File: src/core/drpm_pkg.sv
package drpm_pkg;

    // Register bus
    localparam int          ADDR_W          = 8;
    localparam int          DATA_W          = 32;
    localparam logic [7:0]  OFF_FUNC        = 8'h00;
    localparam logic [7:0]  OFF_GPIO        = 8'h04;
    localparam logic [7:0]  OFF_STATUS      = 8'h08;
    localparam logic [7:0]  OFF_SWRST       = 8'h0c;

    // Function-select register fields
    localparam int          FUNC_D3_BIT     = 0;
    localparam int          FUNC_D4_BIT     = 1;
    localparam int          FUNC_A0_LSB     = 2;
    localparam int          FUNC_A1_BIT     = 4;
    localparam logic [1:0]  A0_GPIO         = 2'h0;
    localparam logic [1:0]  A0_ANALOG       = 2'h1;
    localparam logic [1:0]  A0_COMP         = 2'h2;

    // Port control register fields
    localparam int          GPIO_D3_DIR     = 0;
    localparam int          GPIO_D3_OUT     = 1;
    localparam int          GPIO_D4_ODEN    = 2;
    localparam int          GPIO_D4_OUT     = 3;
    localparam int          GPIO_A0_DIR     = 4;
    localparam int          GPIO_A0_OUT     = 5;
    localparam int          GPIO_A1_DIR     = 6;
    localparam int          GPIO_A1_OUT     = 7;
    localparam logic [7:0]  GPIO_RESET      = 8'h00;

    // Reset release
    localparam int          RST_RELEASE_CYCLES = 16;

    // Test access port
    localparam int          IR_W            = 4;
    localparam int          DR_W            = 32;
    localparam logic [3:0]  IR_CAPTURE      = 4'h1;
    localparam logic [3:0]  IR_IDCODE       = 4'h2;
    localparam logic [3:0]  IR_BYPASS       = 4'hf;
    // Arbitrary identification value
    localparam logic [31:0] ID_CODE_DEFAULT = 32'h0000_0001;

    typedef enum logic [3:0] {
        TAP_RESET, TAP_IDLE, TAP_SEL_DR, TAP_CAP_DR, TAP_SHIFT_DR, TAP_EXIT1_DR,
        TAP_PAUSE_DR, TAP_EXIT2_DR, TAP_UPD_DR, TAP_SEL_IR, TAP_CAP_IR,
        TAP_SHIFT_IR, TAP_EXIT1_IR, TAP_PAUSE_IR, TAP_EXIT2_IR, TAP_UPD_IR
    } drpm_tap_t;

endpackage : drpm_pkg

File: src/core/drpm_rst_seq.sv
`timescale 1ns/1ps
module drpm_rst_seq
    import drpm_pkg::*;
#(
    parameter int RELEASE_CYCLES = RST_RELEASE_CYCLES
) (
    // Clock and power-on reset
    input  wire logic mclk,
    input  wire logic reset,
    // Reset sources
    input  wire logic extResetNPinIn,
    input  wire logic extResetEnable,
    input  wire logic watchdogReset,
    input  wire logic swReset,
    // Internal reset
    output logic      sysReset
);
    localparam int CNT_W = $clog2(RELEASE_CYCLES + 1);

    typedef struct packed {
        logic             sync1;
        logic             sync2;
        logic [CNT_W-1:0] cnt;
        logic             active;
    } drpm_seq_state_t;

    localparam drpm_seq_state_t SEQ_RST = '{sync1: 1'b1, sync2: 1'b1,
                                            cnt: '0, active: 1'b1};

    drpm_seq_state_t s_q;
    drpm_seq_state_t s_d;
    logic            srcActive;

    always_comb begin
        s_d       = s_q;
        s_d.sync1 = extResetNPinIn;
        s_d.sync2 = s_q.sync1;
        // Pin level counts only in its reset function
        srcActive = (extResetEnable && !s_q.sync2) || watchdogReset || swReset;
        if (srcActive) begin
            s_d.active = 1'b1;
            s_d.cnt    = '0;
        end else if (s_q.active) begin
            if (s_q.cnt == CNT_W'(RELEASE_CYCLES - 1)) begin
                s_d.active = 1'b0;
            end else begin
                s_d.cnt = s_q.cnt + CNT_W'(1);
            end
        end
    end

    always_ff @(posedge mclk) begin
        if (reset) begin
            s_q <= SEQ_RST;
        end else begin
            s_q <= s_d;
        end
    end

    assign sysReset = s_q.active;

endmodule : drpm_rst_seq

File: src/core/drpm_top.sv
`timescale 1ns/1ps
// Summary of operation
// - Test-mode-select steps the test access port state machine.
// - Test-mode-select is sampled on each test clock rising edge.
// - After reset the shared pin is in test-mode-select function.
// - Reset pin held low keeps the device in reset.
// - Internal reset releases synchronously after a fixed count of clocks.
// - After reset the reset pin is in its reset-input function.
// - Reset pin as port line is input or open-drain, never push-pull.
// - Reset pin level is ignored while in port function.
// - Then only power-on, watchdog and software reset act.
// - Port A line 0 comes up as a port pin after reset.
// - Port A line 1 comes up as a port pin after reset.
// - Line 0 analog mode routes to converter channel 0 and comparator input 3.
// - Line 1 analog mode routes to converter channel 1 and comparator input 0.
// - Line 0 comparator alternate drives comparator C output.
// - Test clock times the test logic and serial shifting.
// - Test data output driven only in shift states, changing on falling edge.
module drpm_top
    import drpm_pkg::*;
#(
    parameter int          RELEASE_CYCLES = RST_RELEASE_CYCLES,
    parameter logic [31:0] ID_CODE        = ID_CODE_DEFAULT
) (
    // Clock and power-on reset
    input  wire logic              mclk,
    input  wire logic              reset,
    // Register port
    input  wire logic [ADDR_W-1:0] regAddr,
    input  wire logic [DATA_W-1:0] regWdata,
    input  wire logic              regWr,
    input  wire logic              regRd,
    output logic      [DATA_W-1:0] regRdata,
    // Test port
    input  wire logic              tck,
    input  wire logic              tdi,
    output logic                   tdoOut,
    output logic                   tdoOe,
    // Test-mode-select / port D line 3
    input  wire logic              portDLine3In,
    output logic                   portDLine3Out,
    output logic                   portDLine3Oe,
    // External reset / port D line 4
    input  wire logic              extResetNPinIn,
    output logic                   portDLine4Out,
    output logic                   portDLine4Oe,
    // Port A line 0
    input  wire logic              portALine0In,
    output logic                   portALine0Out,
    output logic                   portALine0Oe,
    // Port A line 1
    input  wire logic              portALine1In,
    output logic                   portALine1Out,
    output logic                   portALine1Oe,
    // Analog routing
    input  wire logic              compCOutput,
    output logic                   convAChan0En,
    output logic                   compAInput3En,
    output logic                   convAChan1En,
    output logic                   compAInput0En,
    // Reset sources and internal reset
    input  wire logic              watchdogReset,
    output logic                   sysResetOut
);

    typedef struct packed {
        logic            tckPrev;
        drpm_tap_t       tap;
        logic [IR_W-1:0] ir;
        logic [IR_W-1:0] irSh;
        logic [DR_W-1:0] drSh;
        logic            fD3Gpio;
        logic            fD4Gpio;
        logic [1:0]      fA0;
        logic            fA1Analog;
        logic [7:0]      gpioCtl;
        logic            swRst;
        logic            sysRst;
        logic [31:0]     rdata;
        logic            tdo;
        logic            tdoOe;
        logic            d3Out;
        logic            d3Oe;
        logic            d4Out;
        logic            d4Oe;
        logic            a0Out;
        logic            a0Oe;
        logic            a1Out;
        logic            a1Oe;
        logic            convA0;
        logic            compA3;
        logic            convA1;
        logic            compA0;
    } drpm_top_state_t;

    localparam drpm_top_state_t TOP_RST = '{
        tckPrev: 1'b0, tap: TAP_RESET, ir: IR_IDCODE, irSh: '0, drSh: '0,
        fD3Gpio: 1'b0, fD4Gpio: 1'b0, fA0: A0_GPIO, fA1Analog: 1'b0,
        gpioCtl: GPIO_RESET, swRst: 1'b0, sysRst: 1'b1, rdata: '0,
        tdo: 1'b0, tdoOe: 1'b0, d3Out: 1'b0, d3Oe: 1'b0, d4Out: 1'b0,
        d4Oe: 1'b0, a0Out: 1'b0, a0Oe: 1'b0, a1Out: 1'b0, a1Oe: 1'b0,
        convA0: 1'b0, compA3: 1'b0, convA1: 1'b0, compA0: 1'b0};

    drpm_top_state_t s_q;
    drpm_top_state_t s_d;
    logic            sysReset;
    logic            tckRise;
    logic            tckFall;
    logic            tmsEff;

    drpm_rst_seq #(
        .RELEASE_CYCLES (RELEASE_CYCLES)
    ) u_rst_seq (
        .mclk           (mclk),
        .reset          (reset),
        .extResetNPinIn (extResetNPinIn),
        .extResetEnable (!s_q.fD4Gpio),
        .watchdogReset  (watchdogReset),
        .swReset        (s_q.swRst),
        .sysReset       (sysReset)
    );

    function automatic drpm_tap_t tapNext(input drpm_tap_t st, input logic tms);
        case (st)
            TAP_RESET:    tapNext = tms ? TAP_RESET    : TAP_IDLE;
            TAP_IDLE:     tapNext = tms ? TAP_SEL_DR   : TAP_IDLE;
            TAP_SEL_DR:   tapNext = tms ? TAP_SEL_IR   : TAP_CAP_DR;
            TAP_CAP_DR:   tapNext = tms ? TAP_EXIT1_DR : TAP_SHIFT_DR;
            TAP_SHIFT_DR: tapNext = tms ? TAP_EXIT1_DR : TAP_SHIFT_DR;
            TAP_EXIT1_DR: tapNext = tms ? TAP_UPD_DR   : TAP_PAUSE_DR;
            TAP_PAUSE_DR: tapNext = tms ? TAP_EXIT2_DR : TAP_PAUSE_DR;
            TAP_EXIT2_DR: tapNext = tms ? TAP_UPD_DR   : TAP_SHIFT_DR;
            TAP_UPD_DR:   tapNext = tms ? TAP_SEL_DR   : TAP_IDLE;
            TAP_SEL_IR:   tapNext = tms ? TAP_RESET    : TAP_CAP_IR;
            TAP_CAP_IR:   tapNext = tms ? TAP_EXIT1_IR : TAP_SHIFT_IR;
            TAP_SHIFT_IR: tapNext = tms ? TAP_EXIT1_IR : TAP_SHIFT_IR;
            TAP_EXIT1_IR: tapNext = tms ? TAP_UPD_IR   : TAP_PAUSE_IR;
            TAP_PAUSE_IR: tapNext = tms ? TAP_EXIT2_IR : TAP_PAUSE_IR;
            TAP_EXIT2_IR: tapNext = tms ? TAP_UPD_IR   : TAP_SHIFT_IR;
            TAP_UPD_IR:   tapNext = tms ? TAP_SEL_DR   : TAP_IDLE;
            default:      tapNext = TAP_RESET;
        endcase
    endfunction : tapNext

    // Edge detection on the sampled test clock
    assign tckRise = tck && !s_q.tckPrev;
    assign tckFall = !tck && s_q.tckPrev;
    // In port function the controller sees the pull-up level
    assign tmsEff  = s_q.fD3Gpio ? 1'b1 : portDLine3In;

    always_comb begin
        s_d         = s_q;
        s_d.tckPrev = tck;
        s_d.swRst   = 1'b0;
        s_d.sysRst  = sysReset;

        // Test access port
        if (tckRise) begin
            s_d.tap = tapNext(s_q.tap, tmsEff);
            case (s_q.tap)
                TAP_RESET: begin
                    s_d.ir = IR_IDCODE;
                end
                TAP_CAP_IR: begin
                    s_d.irSh = IR_CAPTURE;
                end
                TAP_SHIFT_IR: begin
                    s_d.irSh = {tdi, s_q.irSh[IR_W-1:1]};
                end
                TAP_UPD_IR: begin
                    s_d.ir = s_q.irSh;
                end
                TAP_CAP_DR: begin
                    s_d.drSh = (s_q.ir == IR_IDCODE) ? ID_CODE : '0;
                end
                TAP_SHIFT_DR: begin
                    if (s_q.ir == IR_IDCODE) begin
                        s_d.drSh = {tdi, s_q.drSh[DR_W-1:1]};
                    end else begin
                        s_d.drSh = {s_q.drSh[DR_W-1:1], tdi};
                    end
                end
                default: begin
                end
            endcase
        end
        if (tckFall) begin
            s_d.tdoOe = (s_q.tap == TAP_SHIFT_IR) || (s_q.tap == TAP_SHIFT_DR);
            s_d.tdo   = (s_q.tap == TAP_SHIFT_IR) ? s_q.irSh[0] : s_q.drSh[0];
        end

        // Register writes
        if (regWr) begin
            case (regAddr)
                OFF_FUNC: begin
                    s_d.fD3Gpio   = regWdata[FUNC_D3_BIT];
                    s_d.fD4Gpio   = regWdata[FUNC_D4_BIT];
                    s_d.fA0       = regWdata[FUNC_A0_LSB +: 2];
                    s_d.fA1Analog = regWdata[FUNC_A1_BIT];
                end
                OFF_GPIO: begin
                    s_d.gpioCtl = regWdata[7:0];
                end
                OFF_SWRST: begin
                    s_d.swRst = regWdata[0];
                end
                default: begin
                end
            endcase
        end

        // Register reads
        s_d.rdata = '0;
        if (regRd) begin
            case (regAddr)
                OFF_FUNC: begin
                    s_d.rdata = {27'h0, s_q.fA1Analog, s_q.fA0, s_q.fD4Gpio, s_q.fD3Gpio};
                end
                OFF_GPIO: begin
                    s_d.rdata = {24'h0, s_q.gpioCtl};
                end
                OFF_STATUS: begin
                    s_d.rdata = {24'h0, s_q.tap, portDLine3In, extResetNPinIn,
                                 portALine0In, portALine1In};
                end
                default: begin
                    s_d.rdata = '0;
                end
            endcase
        end

        // Port D line 3: test-mode-select or port line
        s_d.d3Out = s_q.gpioCtl[GPIO_D3_OUT];
        s_d.d3Oe  = s_q.fD3Gpio && s_q.gpioCtl[GPIO_D3_DIR];

        // Port D line 4: open-drain only, drives low or releases
        s_d.d4Out = 1'b0;
        s_d.d4Oe  = s_q.fD4Gpio && s_q.gpioCtl[GPIO_D4_ODEN]
                    && !s_q.gpioCtl[GPIO_D4_OUT];

        // Port A line 0
        s_d.convA0 = (s_q.fA0 == A0_ANALOG);
        s_d.compA3 = (s_q.fA0 == A0_ANALOG);
        case (s_q.fA0)
            A0_ANALOG: begin
                s_d.a0Out = 1'b0;
                s_d.a0Oe  = 1'b0;
            end
            A0_COMP: begin
                s_d.a0Out = compCOutput;
                s_d.a0Oe  = 1'b1;
            end
            default: begin
                s_d.a0Out = s_q.gpioCtl[GPIO_A0_OUT];
                s_d.a0Oe  = s_q.gpioCtl[GPIO_A0_DIR];
            end
        endcase

        // Port A line 1
        s_d.convA1 = s_q.fA1Analog;
        s_d.compA0 = s_q.fA1Analog;
        s_d.a1Out  = s_q.gpioCtl[GPIO_A1_OUT];
        s_d.a1Oe   = !s_q.fA1Analog && s_q.gpioCtl[GPIO_A1_DIR];
    end

    // Internal reset returns every pin to its primary function
    always_ff @(posedge mclk) begin
        if (reset || sysReset) begin
            s_q <= TOP_RST;
        end else begin
            s_q <= s_d;
        end
    end

    assign regRdata      = s_q.rdata;
    assign tdoOut        = s_q.tdo;
    assign tdoOe         = s_q.tdoOe;
    assign portDLine3Out = s_q.d3Out;
    assign portDLine3Oe  = s_q.d3Oe;
    assign portDLine4Out = s_q.d4Out;
    assign portDLine4Oe  = s_q.d4Oe;
    assign portALine0Out = s_q.a0Out;
    assign portALine0Oe  = s_q.a0Oe;
    assign portALine1Out = s_q.a1Out;
    assign portALine1Oe  = s_q.a1Oe;
    assign convAChan0En  = s_q.convA0;
    assign compAInput3En = s_q.compA3;
    assign convAChan1En  = s_q.convA1;
    assign compAInput0En = s_q.compA0;
    assign sysResetOut   = s_q.sysRst;
endmodule : drpm_top

File: config.mk
export PLATFORM = sky130hd
export DESIGN_NAME = drpm_top
export DESIGN_NICKNAME = d
export VERILOG_FILES = /design/src/core/drpm_pkg.sv /design/src/core/drpm_rst_seq.sv /design/src/core/drpm_top.sv
export SDC_FILE = /design/constraint.sdc
export NUM_CORES = 1
export LEC_CHECK = 0
export BUFFER_PORTS_ARGS = -buffer_cell sky130_fd_sc_hd__buf_2
export CORE_UTILIZATION = 45
export CTS_BUF_LIST = sky130_fd_sc_hd__clkbuf_2 sky130_fd_sc_hd__clkbuf_4 sky130_fd_sc_hd__clkbuf_8
export CTS_CLUSTER_SIZE = 40
export DETAILED_ROUTE_END_ITERATION = 6
export GPL_TIMING_DRIVEN = 1
export PLACE_DENSITY = 0.76
export SLEW_MARGIN = 5
export SYNTH_ARGS = -nofsm -noshare
export SYNTH_HDL_FRONTEND = slang
export SYNTH_SLANG_ARGS = --single-unit
File: constraint.sdc
create_clock -name mclk -period 5.7 [get_ports mclk]
set_clock_uncertainty 0.2 [all_clocks]
set_input_delay 0.57 -clock mclk [delete_from_list [all_inputs] [get_ports mclk]]
set_output_delay 0.57 -clock mclk [all_outputs]
set_load 0.02 [all_outputs]
==> impl_metrics.ini <==
[outcome]
status = completed

[synthesis]
synth_area_um2 = 3670
synthDominantCellAreaShare = 0.474
post_synth_adder_cell_area = 0.0136
yosys_register_bits = 87
yosysMostFrequentCell = sky130_fd_sc_hd__dfxtp_1
synth_warnings = 0
post_synth_xor_area_fraction = 0.00954
synth_async_sr_flop_share = 0
yosys.area_share.simple = 0.202
synthesized_area_fraction_occupied_by_ao_oa_aoi_and_oai_cells = 0.154
share_of_cell_area_taken_by_muxes_after_synthesis = 0.0272
count_of_flip_flops_with_a_built_in_enable_after_synthesis = 0
synthTopCellsByArea = sky130_fd_sc_hd__dfxtp_1 47%, sky130_fd_sc_hd__buf_4 7.6%, sky130_fd_sc_hd__o22ai_1 5.3%
synth_cells = 419
synth-main-ff-cell = sky130_fd_sc_hd__dfxtp_1
biggest_area_consumer_among_synthesized_cells = sky130_fd_sc_hd__dfxtp_1
synth.yosys.seq_area_share = 0.474
synth.lib_cells_used.distinct = 46
post_synth_most_frequent_cells = 87 x sky130_fd_sc_hd__dfxtp_1, 49 x sky130_fd_sc_hd__nand2_1, 43 x sky130_fd_sc_hd__nor2_1, 37 x sky130_fd_sc_hd__buf_4, 31 x sky130_fd_sc_hd__o22ai_1
largest_family_of_logic_cells_by_synthesized_area = simple AND/OR/NAND/NOR gates
avgSynthCellArea_um2 = 8.77

[floorplan]
dieWidth_um = 92.4
floorplan.die_area_um2 = 8530
std_cell_rows = 32
initial_utilization = 0.471
fp.dieH_um = 92.4
floorplan.io_pins = 99
std_cell_core_area_um2 = 7810

[setup_path]
r2r.worst_path.cells = 3
startpoint_type = register
critical_path.max_fanout = 31
worst_r2r_endpoint = s_q[74]
r2r_slack_ns = 3.16
critical_path_required_ns = 5.70
critical-path-max-stage-delay_ns = 1.03
worst_ep_arrival_time_ns = 2.54
critical-path-slowest-cell = sky130_fd_sc_hd__a211oi_4
path_class = register to register
endpoint_type_of_the_worst_setup_path = register
r2r_start = s_q[103]
critical_path.cell_chain = nand3_2 -> a211oi_4 -> o22ai_2

[finish]
num-nets-final = 497
layout.cells.non_filler = 548
final_layout_size_suffix_gt1_frac = 0.173
area.growth.synth_to_final_pct = 6.91
fillerInstances = 736
antenna_cells_inserted = 0
finish.instance_area_um2 = 3930

[hold_path]
worstHoldStart = u_rst_seq.s_d[6]
timing.hold.worst_path_depth = 1
min_path_type = register to register
worst_hold_path_ep = u_rst_seq.s_q[6]

[global_routing]
global_route.usage.total = 0.165
pin_count_of_the_biggest_net_entering_global_routing = 63
first_pass_grt_wire_length_um = 11300
globalRouteOverflowTotal = 0
first_global_vias = 2496
antenna_violations_before_repair = 0

[cts]
htree_levels = 3
cts_tree = done
numClockSinks = 87
clock_latency_late_sink_ns = 0.35
cts_resized = 0
cts_root_buf = sky130_fd_sc_hd__clkbuf_8
clock_slew_at_the_register_clock_pins_of_the_worst_setup_and_hold_paths_ns = 0.09
bufs_on_longest_clock_path = 2
cts_setup_buffers = 0
numCtsBuffers = 9
hold_fix_buffers_cts = 0

[detailed_routing]
post_drt_wl_per_cell_um = 12.1
detail_route.first_pass.iterations = 5
vias_per_std_cell = 5.09
postRouteAntennaNets = 0
num_vias = 2788
drc = 0
totalWireLength_um = 6650
initialDrtViolationCount = 196

[sta]
setup-violations-final = 0
slew_violations = 0
rsz0062_at_grt = no
final.min_clock_period_ns = 2.54
max_slew.worst_pin.slew_ns = 1.19
setup_tns_ns = 0
final.period_utilization = 0.446
timing_hold_violations_final = 0
hold-worst-slack_ns = 0.230
timing.slew.headroom = 0.201
timing.fmax_mhz = 393

[job]
maxCapViolCount = 0

[placement]
port_buffers = 49
gp_congestion = 0.825
detailed_place.area_um2 = 3750
placed_cells_incl_taps = 532
hpwl_um = 4460

[power]
irDropWorstVdd_uv = 97.8
leakagePower_nw = 1.52
power.density_cell_area_nw_per_um2 = 267
==> logic make-up after synthesis <==
kind of cell / Yosys count
multiplexers: 10
other: 1
adder cells (fa/ha/maj): 4
buffers and inverters: 71
AND/OR/NAND/NOR: 153
XOR/XNOR: 4
flip-flops: 87
AO/OA/AOI/OAI: 89
==> stage by stage <==
step | util | setup WS (ns) | total power, mW
after floorplan | - | 3.84 | 0.666
after global placement | 0.480 | 3.00 | 0.665
after detailed placement | 0.480 | 2.98 | 0.666
after CTS | 0.503 | 3.17 | 1.06
after global routing | 0.503 | 2.91 | 1.09
final | 0.503 | 3.16 | 1.05
==> registers in the layout, summed over array words and instances (netlist names), 3 cells and up <==
register	cells
s_q	56
u_rst_seq.s_q	6
s_d	3
regRdata	8
==> how the worst max path moves through the flow <==
stage | from | endpoint | slack [ns] | depth (start not counted)
after detailed placement | tck | s_q[87] | 2.98 | 4
after floorplan | regAddr[3] | s_d[5] | 3.84 | 6
final | s_q[103] | s_q[74] | 3.16 | 3
after global routing | s_q[103] | s_q[67] | 2.91 | 3
after global placement | tck | s_q[80] | 3.00 | 4
after CTS | s_q[101] | s_q[74] | 3.17 | 3
==> final cells by class <==
type	count	area (um2)	share of cell area
sequential	87	1740	0.443
inverter	8	30.0	0.00765
multi-input combinational	285	1590	0.406
clock inverter	6	43.8	0.0112
tap	102	128	0.0325
clock buffer	10	138	0.0350
timing repair buffer	50	253	0.0644
==> where the power goes <==
group / internal (mW) / total, mW / switching [mW] / leakage [nW]
Combinational: 0.0125 / 0.0428 / 0.0303 / 0.725
Sequential: 0.608 / 0.609 / 0.000724 / 0.701
Clock: 0.173 / 0.397 / 0.224 / 0.0983
==> worst max-delay path, delay by kind of cell (launching register included) <==
| kind | cells | cell delay (ns) |
|---|---|---|
| AO/OA/AOI/OAI | 2 | 1.21 |
| AND/OR/NAND/NOR | 1 | 0.18 |
| flip-flops | 1 | 0.79 |
==> cells in the final DEF (no fill, tap or decap), drive strengths merged, types with 4 or more instances in the layout <==
cell type / synthesis / routed
a31oi: 4 / 4
o22ai: 32 / 32
and3: 4 / 4
clkinv: 0 / 4
or2: 4 / 4
buf: 46 / 50
nand3: 17 / 17
dfxtp: 87 / 87
and2: 5 / 5
inv: 8 / 10
nand2: 49 / 49
nor2: 43 / 43
nor3: 6 / 6
ha: 4 / 4
o21ai: 20 / 20
conb: 1 / 25
nor2b: 6 / 6
a22oi: 9 / 9
mux2i: 10 / 10
a211oi: 4 / 4
clkbuf: 17 / 10
a21oi: 13 / 13
nand4: 7 / 7
==> per-layer routing <==
metal | up-vias | track usage | part of all wire | wire [um]
met2 | 81 | 0.266 | 0.45 | 2990
met3 | 12 | 0.0328 | 0.057 | 377
met4 | 0 | 0.0807 | 0.019 | 127
met5 | - | 0 | 0 | 0
li1 | 1442 | - | - | -
met1 | 1253 | 0.209 | 0.47 | 3150
(Power assumes the default switching activity.)
